===== config.mk =====
export PLATFORM = sky130hd
export DESIGN_NAME = polen_ctrl
export DESIGN_NICKNAME = d
export VERILOG_FILES = /design/src/include/polen_pkg.sv /design/src/design/polen_ctrl.sv /design/src/design/polen_tune.sv
export VERILOG_INCLUDE_DIRS = /design/src /design/src/include
export SDC_FILE = /design/constraint.sdc
export NUM_CORES = 1
export LEC_CHECK = 0
export ABC_AREA = 1
export BUFFER_PORTS_ARGS = -buffer_cell sky130_fd_sc_hd__buf_4
export CORE_ASPECT_RATIO = 0.6
export CORE_MARGIN = 3
export CORE_UTILIZATION = 50
export DETAILED_ROUTE_END_ITERATION = 10
export PLACE_DENSITY = 0.68
export SETUP_SLACK_MARGIN = 0.1
export SLEW_MARGIN = 20
export SYNTH_ARGS = -nofsm -noshare
export SYNTH_HDL_FRONTEND = slang
export SYNTH_SLANG_ARGS = --single-unit

===== constraint.sdc =====
create_clock -name pclk -period 5.82 [get_ports pclk]
set_clock_uncertainty 0.2 [all_clocks]
set_input_delay 0.582 -clock pclk [delete_from_list [all_inputs] [get_ports pclk]]
set_output_delay 0.582 -clock pclk [all_outputs]
set_load 0.02 [all_outputs]

===== src/include/polen_cfg.svh =====
// How it works
// - on/off input mode selects active-high, active-low, or ignored (always on).
// - active-high enables output while input high; active-low inverts that.
// - after reset the on/off mode is always on; input has no effect.
// - power-good only while measured output is inside a window around setpoint.
// - power-good drops whenever regulation is lost, including fault conditions.
// - power-good pin only pulls low, otherwise released for external pull-up.
// - on enable, wait start delay, then ramp reference at programmed rate.
// - with pre-bias, switching stays off until reference reaches pre-bias level.
// - aggressiveness level 1 to 9, resets to 5.
// - output measurement re-evaluated each switching cycle to update tuning.
// - low-noise mode keeps tuning at a low value.
// - without low-noise, tuning high during transients, moderate in steady state.
// - lossy capacitor tuning mode off, low or high; resets to off.
// - on/off assertion starts turn-on delay, then monotonic rise to regulation.
// - on/off deassertion starts turn-off delay, regulate, then stop switching.
`ifndef POLEN_CFG_SVH
`define POLEN_CFG_SVH
`define POLEN_A_CTRL      12'h000
`define POLEN_A_TUNE      12'h004
`define POLEN_A_SETPT     12'h008
`define POLEN_A_WINDOW    12'h00c
`define POLEN_A_TON       12'h010
`define POLEN_A_TOFF      12'h014
`define POLEN_A_RATE      12'h018
`define POLEN_A_STATUS    12'h01c
`define POLEN_A_IRQ_ST    12'h020
`define POLEN_A_IRQ_EN    12'h024
`define POLEN_A_IRQ_CLR   12'h028
`define POLEN_A_TUNE_OUT  12'h02c
`define POLEN_ONOFF_RST   2'h2
`define POLEN_AGGR_RST    4'h5
`define POLEN_AGGR_MIN    4'h1
`define POLEN_AGGR_MAX    4'h9
`define POLEN_ESR_RST     2'h0
`define POLEN_SETPT_RST   12'h000
`define POLEN_WIN_RST     12'h010
`define POLEN_RATE_RST    12'h001
`define POLEN_TRANS_RST   12'h020
`define POLEN_TUNE_LOW    4'h1
`define POLEN_TUNE_HIGH   4'h9
`define POLEN_TUNE_STEP   16'h0028
`define POLEN_VW          12
`define POLEN_IRQ_W       4
`endif


===== src/include/polen_pkg.sv =====
package polen_pkg;
  typedef enum logic [1:0] {
    POLEN_ONOFF_HIGH = 2'b00,
    POLEN_ONOFF_LOW  = 2'b01,
    POLEN_ONOFF_NONE = 2'b10
  } polen_onoff_e;
  typedef enum logic [2:0] {
    POLEN_OFF    = 3'b000,
    POLEN_DLY_ON = 3'b001,
    POLEN_RAMP   = 3'b010,
    POLEN_REG    = 3'b011,
    POLEN_DLY_OF = 3'b100
  } polen_state_e;
  typedef logic [11:0] polen_volt_t;
endpackage : polen_pkg


===== src/design/polen_ctrl.sv =====
// The address map and the APB interface to the registers were decided locally.
`timescale 1ns/1ps
`include "polen_cfg.svh"
module polen_ctrl
  import polen_pkg::*;
#(
  parameter int SW_DIV = 100
)
(
  input  wire logic              pclk,
  input  wire logic              presetn,
  input  wire logic              psel,
  input  wire logic              penable,
  input  wire logic              pwrite,
  input  wire logic [11:0]       paddr,
  input  wire logic [31:0]       pwdata,
  output logic [31:0]            prdata,
  output logic                   pready,
  output logic                   pslverr,
  input  wire logic              onoff_in,
  input  wire polen_pkg::polen_volt_t vout_meas,
  input  wire logic              fault_in,
  output logic                   pgood_o,
  output logic                   pgood_oe_n,
  output logic                   switch_en,
  output polen_pkg::polen_volt_t vref,
  output logic [7:0]             tune_out,
  output logic                   irq
);
  import polen_pkg::*;
  logic [1:0]  sync_q;
  logic [1:0]  onoff_q, onoff_d;
  logic [3:0]  aggr_q, aggr_d;
  logic        quiet_q, quiet_d;
  logic [1:0]  esr_q, esr_d;
  polen_volt_t setpt_q, setpt_d, win_q, win_d, rate_q, rate_d, thr_q, thr_d;
  logic [31:0] ton_q, ton_d, toff_q, toff_d;
  logic [`POLEN_IRQ_W-1:0] ist_q, ist_d, ien_q, ien_d;
  logic [31:0] rd_q, rd_d;
  logic        rdy_q, err_q, err_d;
  polen_state_e st_q, st_d;
  logic [31:0] cnt_q, cnt_d;
  polen_volt_t ref_q, ref_d, prebias_q, prebias_d;
  logic        sw_q, sw_d, pg_q, pg_d, irq_q, irq_d;
  logic [15:0] div_q, div_d;
  logic        tick;
  logic        want_on, in_win, pg_rise, pg_fall;
  logic [7:0]  tune;
  polen_volt_t lo_lim, hi_lim;
  logic        acc, wr, rd;

  // access completes in the cycle after setup, when the registered ready stands
  assign acc = psel && penable && rdy_q;
  assign wr  = acc && pwrite;
  // read word captured at setup so prdata comes straight from a flop
  assign rd  = psel && !penable && !pwrite;

  // two stages before anything looks at the pin
  always_ff @(posedge pclk or negedge presetn)
    if (!presetn)
      sync_q <= 2'b00;
    else
      sync_q <= {sync_q[0], onoff_in};

  always_comb
  begin
    case (polen_onoff_e'(onoff_q))
      POLEN_ONOFF_HIGH: want_on = sync_q[1];
      POLEN_ONOFF_LOW:  want_on = !sync_q[1];
      default:          want_on = 1'b1;
    endcase
  end

  assign tick = (div_q == 16'(SW_DIV - 1));
  assign lo_lim = (setpt_q > win_q) ? setpt_q - win_q : '0;
  assign hi_lim = setpt_q + win_q;
  // window follows the live setpoint
  assign in_win = (vout_meas >= lo_lim) && (vout_meas <= hi_lim);

  always_comb
  begin
    st_d = st_q;
    cnt_d = cnt_q;
    ref_d = ref_q;
    prebias_d = prebias_q;
    sw_d = sw_q;
    div_d = tick ? 16'h0000 : div_q + 16'h0001;
    case (st_q)
      POLEN_OFF:
      begin
        sw_d = 1'b0;
        ref_d = '0;
        cnt_d = '0;
        if (want_on && !fault_in)
        begin
          prebias_d = vout_meas; // capture pre-bias level
          st_d = POLEN_DLY_ON;
        end
      end
      POLEN_DLY_ON:
      begin
        if (!want_on || fault_in)
          st_d = POLEN_OFF;
        else if (cnt_q >= ton_q)
          st_d = POLEN_RAMP;
        else
          cnt_d = cnt_q + 32'h1;
      end
      POLEN_RAMP:
      begin
        if (fault_in)
        begin
          sw_d = 1'b0;
          st_d = POLEN_OFF;
        end
        else if (tick)
        begin
          // monotonic climb, clipped at setpoint; a lowered setpoint does not pull it back here, but POLEN_REG then loads it
          if (ref_q >= setpt_q || setpt_q - ref_q <= rate_q)
          begin
            ref_d = (ref_q >= setpt_q) ? ref_q : setpt_q;
            st_d = POLEN_REG;
          end
          else
            ref_d = ref_q + rate_q;
        end
        if (!fault_in && ref_q >= prebias_q)
          sw_d = 1'b1;
      end
      POLEN_REG:
      begin
        sw_d = 1'b1;
        ref_d = setpt_q;
        cnt_d = '0;
        if (fault_in)
        begin
          sw_d = 1'b0;
          st_d = POLEN_OFF;
        end
        else if (!want_on)
          st_d = POLEN_DLY_OF;
      end
      POLEN_DLY_OF:
      begin
        // faults skip the turn-off delay
        if (fault_in || cnt_q >= toff_q)
        begin
          sw_d = 1'b0;
          st_d = POLEN_OFF;
        end
        else if (want_on)
          st_d = POLEN_REG;
        else
          cnt_d = cnt_q + 32'h1;
      end
      default: st_d = POLEN_OFF;
    endcase
    pg_d = (st_q == POLEN_REG) && in_win && !fault_in;
  end

  always_ff @(posedge pclk or negedge presetn)
    if (!presetn)
    begin
      st_q <= POLEN_OFF;
      cnt_q <= '0;
      ref_q <= '0;
      prebias_q <= '0;
      sw_q <= 1'b0;
      pg_q <= 1'b0;
      div_q <= '0;
    end
    else
    begin
      st_q <= st_d;
      cnt_q <= cnt_d;
      ref_q <= ref_d;
      prebias_q <= prebias_d;
      sw_q <= sw_d;
      pg_q <= pg_d;
      div_q <= div_d;
    end

  polen_tune u_tune (
    .pclk      (pclk),
    .presetn   (presetn),
    .sw_tick   (tick),
    .active    (sw_q),
    .quiet     (quiet_q),
    .aggr      (aggr_q),
    .esr_mode  (esr_q),
    .vout      (vout_meas),
    .target    (ref_q),
    .trans_thr (thr_q),
    .tune      (tune)
  );

  assign pg_rise = pg_d && !pg_q;
  assign pg_fall = !pg_d && pg_q;

  always_comb
  begin
    onoff_d = onoff_q;
    aggr_d = aggr_q;
    quiet_d = quiet_q;
    esr_d = esr_q;
    setpt_d = setpt_q;
    win_d = win_q;
    rate_d = rate_q;
    thr_d = thr_q;
    ton_d = ton_q;
    toff_d = toff_q;
    ien_d = ien_q;
    ist_d = ist_q;
    err_d = 1'b0;
    rd_d = 32'h0;
    if (wr && paddr == `POLEN_A_IRQ_CLR)
      ist_d = ist_q & ~pwdata[`POLEN_IRQ_W-1:0];
    // set beats clear
    ist_d = ist_d | {fault_in, pg_fall, pg_rise, (st_q == POLEN_RAMP && st_d == POLEN_REG)};
    if (psel)
    begin
      case (paddr)
        `POLEN_A_CTRL:
        begin
          if (wr && pwdata[1:0] != 2'h3)
            onoff_d = pwdata[1:0];
          if (wr)
            quiet_d = pwdata[4];
          if (wr && pwdata[9:8] != 2'h3)
            esr_d = pwdata[9:8];
          rd_d = {22'h0, esr_q, 3'h0, quiet_q, 2'h0, onoff_q};
        end
        `POLEN_A_TUNE:
        begin
          if (wr && pwdata[3:0] >= `POLEN_AGGR_MIN && pwdata[3:0] <= `POLEN_AGGR_MAX)
            aggr_d = pwdata[3:0];
          if (wr)
            thr_d = pwdata[27:16];
          rd_d = {4'h0, thr_q, 12'h0, aggr_q};
        end
        `POLEN_A_SETPT:
        begin
          if (wr) setpt_d = pwdata[11:0];
          rd_d = {20'h0, setpt_q};
        end
        `POLEN_A_WINDOW:
        begin
          if (wr) win_d = pwdata[11:0];
          rd_d = {20'h0, win_q};
        end
        `POLEN_A_TON:
        begin
          if (wr) ton_d = pwdata;
          rd_d = ton_q;
        end
        `POLEN_A_TOFF:
        begin
          if (wr) toff_d = pwdata;
          rd_d = toff_q;
        end
        `POLEN_A_RATE:
        begin
          if (wr) rate_d = pwdata[11:0];
          rd_d = {20'h0, rate_q};
        end
        `POLEN_A_STATUS: rd_d = {16'h0, ref_q, 1'b0, st_q};
        `POLEN_A_IRQ_ST: rd_d = {28'h0, ist_q};
        `POLEN_A_IRQ_EN:
        begin
          if (wr) ien_d = pwdata[`POLEN_IRQ_W-1:0];
          rd_d = {28'h0, ien_q};
        end
        `POLEN_A_IRQ_CLR: rd_d = 32'h0;
        `POLEN_A_TUNE_OUT: rd_d = {24'h0, tune};
        default: err_d = 1'b1;
      endcase
    end
    irq_d = |(ist_d & ien_d);
  end

  always_ff @(posedge pclk or negedge presetn)
    if (!presetn)
    begin
      onoff_q <= `POLEN_ONOFF_RST;
      aggr_q <= `POLEN_AGGR_RST;
      quiet_q <= 1'b0;
      esr_q <= `POLEN_ESR_RST;
      setpt_q <= `POLEN_SETPT_RST;
      win_q <= `POLEN_WIN_RST;
      rate_q <= `POLEN_RATE_RST;
      thr_q <= `POLEN_TRANS_RST;
      ton_q <= '0;
      toff_q <= '0;
      ien_q <= '0;
      ist_q <= '0;
      rd_q <= '0;
      rdy_q <= 1'b0;
      err_q <= 1'b0;
      irq_q <= 1'b0;
    end
    else
    begin
      onoff_q <= onoff_d;
      aggr_q <= aggr_d;
      quiet_q <= quiet_d;
      esr_q <= esr_d;
      setpt_q <= setpt_d;
      win_q <= win_d;
      rate_q <= rate_d;
      thr_q <= thr_d;
      ton_q <= ton_d;
      toff_q <= toff_d;
      ien_q <= ien_d;
      ist_q <= ist_d;
      rd_q <= rd ? rd_d : 32'h0;
      rdy_q <= psel && !penable;
      err_q <= err_d && !penable;
      irq_q <= irq_d;
    end

  // answer registered during setup, stands for the single access cycle
  assign prdata = rd_q;
  assign pready = rdy_q;
  assign pslverr = err_q;
  assign pgood_o = 1'b0;
  assign pgood_oe_n = pg_q;
  assign switch_en = sw_q;
  assign vref = ref_q;
  assign tune_out = tune;
  assign irq = irq_q;

  pg_regulation_a: assert property (@(posedge pclk) disable iff (!presetn)
    pgood_oe_n |-> $past(st_q) == POLEN_REG && $past(in_win)) else $error("pg outside regulation");
  pg_fault_a: assert property (@(posedge pclk) disable iff (!presetn)
    fault_in |=> !pgood_oe_n) else $error("pg high during fault");
  prebias_gate_a: assert property (@(posedge pclk) disable iff (!presetn)
    (st_q == POLEN_RAMP && ref_q < prebias_q && !sw_q) |=> !sw_q) else $error("early switch");
  aggr_range_a: assert property (@(posedge pclk) disable iff (!presetn)
    aggr_q >= `POLEN_AGGR_MIN && aggr_q <= `POLEN_AGGR_MAX) else $error("aggr range");
  ramp_mono_a: assert property (@(posedge pclk) disable iff (!presetn)
    (st_q == POLEN_RAMP) |=> ref_q >= $past(ref_q)) else $error("ramp not monotonic");
  sync_path_a: assert property (@(posedge pclk) disable iff (!presetn)
    sync_q[1] == $past(onoff_in, 2) || $past(!presetn, 2)) else $error("sync depth");
  off_delay_a: assert property (@(posedge pclk) disable iff (!presetn)
    (st_q == POLEN_DLY_OF && !fault_in && cnt_q < toff_q && !want_on) |=> sw_q)
    else $error("stopped early");
  force_on_a: assert property (@(posedge pclk) disable iff (!presetn)
    (onoff_q == POLEN_ONOFF_NONE && st_q == POLEN_REG && !fault_in) |=> st_q == POLEN_REG)
    else $error("ignored mode");
  cover_ramp_c: cover property (@(posedge pclk) st_q == POLEN_RAMP ##1 st_q == POLEN_REG);
  cover_off_c: cover property (@(posedge pclk) st_q == POLEN_DLY_OF ##1 st_q == POLEN_OFF);
  cover_pg_c: cover property (@(posedge pclk) pgood_oe_n);
endmodule : polen_ctrl


===== src/design/polen_tune.sv =====
`timescale 1ns/1ps
`include "polen_cfg.svh"
module polen_tune
  import polen_pkg::*;
(
  input  wire logic              pclk,
  input  wire logic              presetn,
  input  wire logic              sw_tick,
  input  wire logic              active,
  input  wire logic              quiet,
  input  wire logic [3:0]        aggr,
  input  wire logic [1:0]        esr_mode,
  input  wire polen_pkg::polen_volt_t vout,
  input  wire polen_pkg::polen_volt_t target,
  input  wire polen_pkg::polen_volt_t trans_thr,
  output logic [7:0]             tune
);
  logic [7:0] tune_q, tune_d;
  logic       big_err;
  polen_volt_t err;
  assign tune = tune_q;
  assign err = (vout > target) ? vout - target : target - vout;
  assign big_err = err > trans_thr;
  always_comb
  begin
    tune_d = tune_q;
    if (sw_tick && active)
    begin
      if (quiet)
        tune_d = {2'h0, esr_mode, `POLEN_TUNE_LOW};
      else if (big_err)
        tune_d = {2'h0, esr_mode, `POLEN_TUNE_HIGH};
      else
        tune_d = {2'h0, esr_mode, aggr};
    end
  end
  always_ff @(posedge pclk or negedge presetn)
    if (!presetn)
      tune_q <= 8'h00;
    else
      tune_q <= tune_d;
endmodule : polen_tune


# Yosys cells after proc, flatten, opt, wreduce, memory -nomap -nowiden
# Index checks and enable logic that the tools add are counted.
dict set report totals {
  ff_bits 249
  input_bits 63
  output_inout_bits 58
  wordCells 172
}
dict set report classes {
  add_sub_neg 8
  n_lt_le_gt_ge 12
  n_eq_ne 29
  muxes 41
  n_bitwise 4
  n_reduce_logical 53
}
# op count
set ops {}
lappend ops {{32-bit one-hot mux with 11 select lines} 1}
lappend ops {{32-bit 2-to-1 mux} 6}
lappend ops {{32-bit one-hot mux with 3 select lines} 1}
lappend ops {{12-bit 2-to-1 mux} 6}
lappend ops {{32-bit greater-or-equal comparator} 2}
lappend ops {{12-bit by 5-bit == test with 1-bit output (second input constant)} 4}
lappend ops {{12-bit by 6-bit == test with 1-bit output (second input constant)} 4}
lappend ops {{12-bit subtractor} 4}
lappend ops {{12-bit greater-or-equal comparator} 3}
lappend ops {{12-bit > comparator} 3}
lappend ops {{12-bit one-hot mux with 3 select lines} 1}
lappend ops {{3-bit AND reduction} 11}
lappend ops {{32-bit by 1-bit adder with 32-bit output (second input constant)} 1}
lappend ops {{3-bit 2-to-1 mux} 10}
lappend ops {{12-bit adder} 2}
lappend ops {{12-bit by 4-bit == test with 1-bit output (second input constant)} 2}
lappend ops {{12-bit less-or-equal comparator} 2}
lappend ops {{4-bit 2-to-1 mux} 6}
lappend ops {{1-bit logical AND} 20}
lappend ops {{2-bit inequality test (second input constant)} 9}
lappend ops {{16-bit by 1-bit adder with 16-bit output (second input constant)} 1}
lappend ops {{16-bit by 7-bit == test with 1-bit output (second input constant)} 1}
lappend ops {{16-bit 2-to-1 mux} 1}
lappend ops {{3-bit one-hot mux with 5 select lines} 1}
lappend ops {{27 further kinds} 45}

# Logic depth before layout (Yosys ltp)
dict set report depth {
  depth_word 12
  ltp_mapped 28
  depth_no_buf 27
}

# By module
# Synthesis repeated with hierarchy kept, for this count alone.
dict set report unflattened {
  cells_unflattened 2593
  area_unflattened_um2 18748.0
}
# mod instances cells_per_inst area_each_um2 seq_area_each_um2
set modules_own_cells {}
lappend modules_own_cells {polen_ctrl 1 2205 16634.7 6088.3}
lappend modules_own_cells {polen_tune 1 388 2113.3 150.1}

# Least setup slack after synthesis
# Ideal clock, no wire load.
dict set report synth_timing {
  kind {register -> register}
  startpoint {register ref_q[1] (netlist: vref[1])}
  endpoint {register ref_q[1] (netlist: vref[1])}
  setup_time_ns 0.117
  t_arrival_ns 3.349
  required_time_ns 5.503
  setup_slack_ns 2.154
  path_stages_with_launch 29
  path_buffers 1
  period_less_slack_ns 3.666
  cell_sequence {dfrtp_1 inv_1 ha_1 nand2_1 o21ai_0 nand2_1 nand2_1 nand3_1 nand2_1 nand2_1 nand2_1 nand2_1 nand2_1 nand2_1 nand2_1 inv_1 ha_1 nand4_1 nor2_1 nand2_1 nand3_1 nand2_1 nor2_1 buf_4 nand2_1 nand3_1 nand2_1 nand2_1 nand2_1}
}
dict set report synth_between {
  elab_chain_cells 7
  elab_cells_between_ends 11
  classes_between {add/sub: 2; order compare: 2; eq/ne: 1; mux: 4; reduce/logical: 2}
}
# item line
set synth_rtl {}
lappend synth_rtl {{start, declared} polen_ctrl.sv:43} ;# polen_volt_t ref_q, ref_d, prebias_q, prebias_d;
lappend synth_rtl {{start signal, assigned} polen_ctrl.sv:176} ;# ref_q <= ref_d;
lappend synth_rtl {{12-bit subtractor} polen_ctrl.sv:119} ;# if (ref_q >= setpt_q || setpt_q - ref_q <= rate_q)
lappend synth_rtl {{12-bit less-or-equal comparator} polen_ctrl.sv:119}
lappend synth_rtl {{1-bit logical OR} polen_ctrl.sv:119}
lappend synth_rtl {{12-bit 2-to-1 mux} polen_ctrl.sv:119}
lappend synth_rtl {{12-bit 2-to-1 mux} polen_ctrl.sv:116} ;# else if (tick)
lappend synth_rtl {{12-bit 2-to-1 mux} polen_ctrl.sv:111} ;# if (fault_in)
lappend synth_rtl {{12-bit one-hot mux with 3 select lines} polen_ctrl.sv:88} ;# case (st_q)
# Several ways; a longest one is shown, not always the timed one. The select of a mux whose other input is x is not followed.
# A chain may end at the register's enable or synchronous reset.

# Worst setup path after layout
dict set report layout_timing {
  startpoint {register ref_q[1] (netlist: vref[1])}
  endpoint {register ref_q[0] (netlist: vref[0])}
}
# Same word-level chain as after synthesis.

==> flow_results.org <==
** Yosys
- The cell count after synthesis came out at 2,502.
- Register bit total from synthesis :: 249
- Averaged over all synthesized cells, the footprint is 7.33 µm².
- For this run, the number of Yosys warnings is 0.
- Number of distinct library cell variants in the gate-level netlist after synthesis :: 57
- Fraction of synthesis flops using an asynchronous set or reset pin :: 1.00
- Number of enable-type register cells in the synthesized netlist :: 0
- For this run, the register share of the synthesized area comes to 0.340.
- Post-synthesis instance area :: 18,300 µm²
- The most used flip-flop cell after synthesis is dfrtp_1.

** Setup path
- Slowest-stage cell, CP :: nor2_1
- The worst setup path is of the reg2reg kind.
- STA classifies the critical path startpoint as a register.
- Of all nets on the critical path, the largest fanout is 14.
- Among the stages of the critical path, the cell type that occurs most often is nand2_1.
- Endpoint type of the worst setup path :: register
- Signal arrival time at the worst endpoint :: 5.48 ns
- In this design, the stage delay of the slowest critical-path cell is 0.80 ns.
- For the worst setup path, the data required time is 6.08 ns.

** Outcome
- Result of the run :: finished, final reports clean

** Final layout
- Combined area of the multi-input logic cells :: 10,400 µm²
- At the end of the flow, the number of nets in the layout was 2,854.
- Number of antenna repair diodes :: 0
- Growth of design area from synthesis to finish :: 12.1%
- Share of layout cells above drive strength 1 :: 0.0946
- Layout filler cell count :: 3,378
- Reg area :: 6240 µm²

** Global routing
- Pin count of the biggest net entering global routing :: 129
- For this run, the total global-route usage over all layers was measured as 0.331.
- After global routing the overflow that remains totals 0.
- Number of antenna violations at the first check in global routing :: 2
- Vias in the first global route :: 16,400
- Global-route wire length before repair :: 98,800 µm

** Timing
- Setup violations remaining at the end of the flow were counted as 0.
- Slew at the pin with the worst max-slew slack :: 1.18 ns
- The hold violation count in the final report came to 0.
- Final hold analysis gives a worst-case slack of 0.0328 ns.
- Counting I/O delays and the setup requirement, the final critical path takes 5.23 ns.
- Final total negative setup slack :: 0 ns
- Dividing the final minimum period by the clock period gives 0.898.
- The worst pin sits at a relative slew slack of 0.210.
- Final-report max-slew violation count :: 0
- Achievable clock frequency :: 191 MHz
- Setup repair after global routing left no endpoint under its margin.

** Power
- The analysis attributes to net switching a power of 1.48 mW.
- Cell internal power dissipation :: 3.13 mW
- The share of total power dissipated in combinational logic is 0.184.
- Summed over all cells, the static leakage comes to 10.5 nW.
- VDD IR-drop max :: 214 µV
- Of the total power, the share spent switching nets is 0.321.
- Share of total power in sequential cells :: 0.401
- Pwr dens :: 224 nW/µm²
- Of the total power, the clock network draws 0.415.

** Floorplan
- Placeable core region :: 35,500 µm²
- For this configuration, the core starts out at a cell density of 0.516.
- The die is 154 µm tall.
- The floorplan has 53 rows.
- X dimension of the die :: 253 µm
- In this run the count of I/O pins placed on the die edge is 121.
- The floorplan step defined a die boundary enclosing 39,100 µm².

** Clock tree
- Level count of the clock H-tree :: 1
- Clock transition at the registers of the reported paths :: 0.07 ns
- Number of resized instances in the post-cts repair step :: 0
- The clock drives 249 sinks.
- CTS tree :: yes
- For the worst-skew pair, the clock arrives at the later sink with an insertion delay of 0.57 ns.
- In this run the deepest clock path goes through 3 buffers.
- Clock root buffer master :: clkbuf_16
- Buffers inserted during clock tree synthesis total 26.

** Worst hold path
- The path class of the tightest hold or removal check is in2reg.

** Drt
- Vias per Instance :: 5.74
- Total Wirelength :: 64,800 µm
- The first detailed-routing pass ran for 7 iterations.
- Number of vias in the routed layout :: 17,600
- The detail route stage leaves a number of antenna-violating nets equal to 0.
- Count of unresolved DRC violations after routing :: 0
- After the first detailed-routing iteration, the DRC count stood at 2,204.
- In the final routed layout, each cell accounts on average for 21.1 µm.

** Place
- Post-detailed-placement half-perimeter wirelength :: 50,800 µm
- Placer's final routability congestion estimate :: 1.04
- Buffers placed on the I/O ports in this run total 117.

** Job
- Max-cap violations in this run came to 0.
## per-layer routing
metal | vias to the layer above | wire [µm] | global-route usage
met1 | 8275 | 31800 | 0.535
met4 | 2 | 1470 | 0.0685
li1 | 8324 | - | -
met3 | 110 | 8180 | 0.0971
met5 | - | 13 | 0
met2 | 936 | 23300 | 0.423
## logic make-up (layout without fill, tap and decap cells)
kind of cell / count (synthesis) / in the layout / share of synthesized area
buf+inv: 439 / 545 / 0.0953
fa+ha+maj: 201 / 201 / 0.140
simple gates: 1096 / 1096 / 0.256
flops: 249 / 249 / 0.340
xor+xnor: 77 / 77 / 0.0368
compound gates: 439 / 439 / 0.132
other cells: 1 / 3 / 0.000205
## cell usage after synthesis, types with 3 or more instances
master       n  share of area
o31ai_1      3         0.0012
o21ai_1     25         0.0068
or2_2        7         0.0024
clkbuf_2     3        0.00082
o211ai_1     3         0.0012
a31oi_1      4         0.0014
o2111ai_1    4         0.0019
a21oi_2      4         0.0019
dfstp_2      6         0.0086
ha_1       195           0.13
buf_4        8         0.0033
nor3_1      34         0.0093
o221ai_1     3         0.0014
nor2_1     198          0.041
nand3_2      9         0.0049
nor3b_1      3         0.0012
inv_2       14         0.0029
xor2_1      59          0.028
a221oi_1     3         0.0014
nor2_4       5         0.0031
nand2_1    649           0.13
xnor2_1     18         0.0086
a21oi_1    138          0.038
buf_2       27         0.0074
clkbuf_1    27         0.0055
buf_6        4         0.0025
nand3_1     93          0.025
o21ai_0    179          0.049
nand4_1     67          0.023
a21o_1       9         0.0037
o22ai_1     42          0.014
dfrtp_1    243           0.33
fa_1         6         0.0066
nand2_2      9         0.0031
o21bai_1     7         0.0029
inv_1      352          0.072
buf_1        3        0.00061
nor4_1       5         0.0017
o21a_1       8         0.0033
nor2_2       8         0.0027
## cell type report
class,count,area share
clock buffers,31,0.0356
clock inverters,17,0.0113
inverters,367,0.0671
multi-input cells,1816,0.504
flip-flops and latches,249,0.304
well taps,467,0.0284
repair buffers,130,0.0497
## stage by stage
stage / instances / util / area (µm²) / total power [mW] / worst slack, ns
CTS: 3076 / 0.577 / 20500 / 4.61 / 0.803
global placement: 3026 / 0.550 / 19500 / 2.69 / 1.07
detailed placement: 3026 / 0.550 / 19500 / 2.70 / 0.833
finish: 3077 / 0.578 / 20500 / 4.61 / 0.592
global route: 3077 / 0.578 / 20500 / 4.80 / 0.110
floorplan: 2504 / - / 18300 / 2.42 / 2.15
## final timing paths
path / end / slack [ns] / depth (start not counted) / from
min: thr_q[2] / 0.03 / 3 / pwdata[18]
min in group asynchronous: prebias_q[11] / 0.30 / 2 / presetn
max: vref[0] / 0.59 / 27 / vref[1]
min reg2reg: sync_q[1] / 0.15 / 0 / sync_q[0]
max reg2reg: vref[0] / 0.59 / 27 / vref[1]
max in group asynchronous: cnt_q[8] / 4.05 / 3 / presetn
## worst max-delay path: cells and delay by family (launching register included)
kind                       cells  cell delay [ns]
and+or+nand+nor               22             2.93
buffers and inverters          2             0.31
adders and majority gates      2             0.65
AOI/OAI and AO/OA              1             0.39
DFF                            1             0.62
## state kept, by name (all words and copies together) (netlist names), 3 cells and up
register / flops
toff_q: 32
ist_q: 4
rate_q: 12
aggr_q: 4
div_q: 16
u_tune.tune: 6
ien_q: 4
thr_q: 12
ton_q: 32
prdata: 32
cnt_q: 32
vref: 12
st_q: 3
prebias_q: 12
setpt_q: 12
win_q: 12
## placed cells by master, fill, tap and decap left out, types with 6 or more instances in the layout
master	synthesis	final
nand2_2	9	8
a21o_1	9	9
ha_1	195	195
clkbuf_16	0	27
o21ai_1	25	25
inv_1	352	352
nand2_1	649	649
o21bai_1	7	7
nor3_1	34	34
o21ai_0	179	179
nand3_1	93	93
nor2_1	198	198
dfstp_2	6	6
xor2_1	59	59
xnor2_1	18	18
fa_1	6	6
dfrtp_1	243	243
buf_4	8	125
nand4_1	67	67
o22ai_1	42	42
or2_2	7	7
nor2_2	8	8
inv_2	14	14
nand3_2	9	9
a21oi_1	138	138
o21a_1	8	8
clkinv_2	1	6
## power by group through the flow
| stage | Combinational, mW | Sequential, mW | Clock [mW] |
|---|---|---|---|
| 2_1_floorplan | 0.561 | 1.86 | 0 |
| 3_3_place_gp | 0.813 | 1.87 | 0 |
| 3_5_place_dp | 0.827 | 1.87 | 0 |
| 4_1_cts | 0.830 | 1.84 | 1.94 |
| 5_1_grt | 0.947 | 1.85 | 2.00 |
| 6_report | 0.847 | 1.85 | 1.91 |
## repair_timing
item	CTS	global route
buffers inserted	0	0
hold endpoints to repair	12	0
hold buffers	2	0
(Power assumes the default switching activity.)
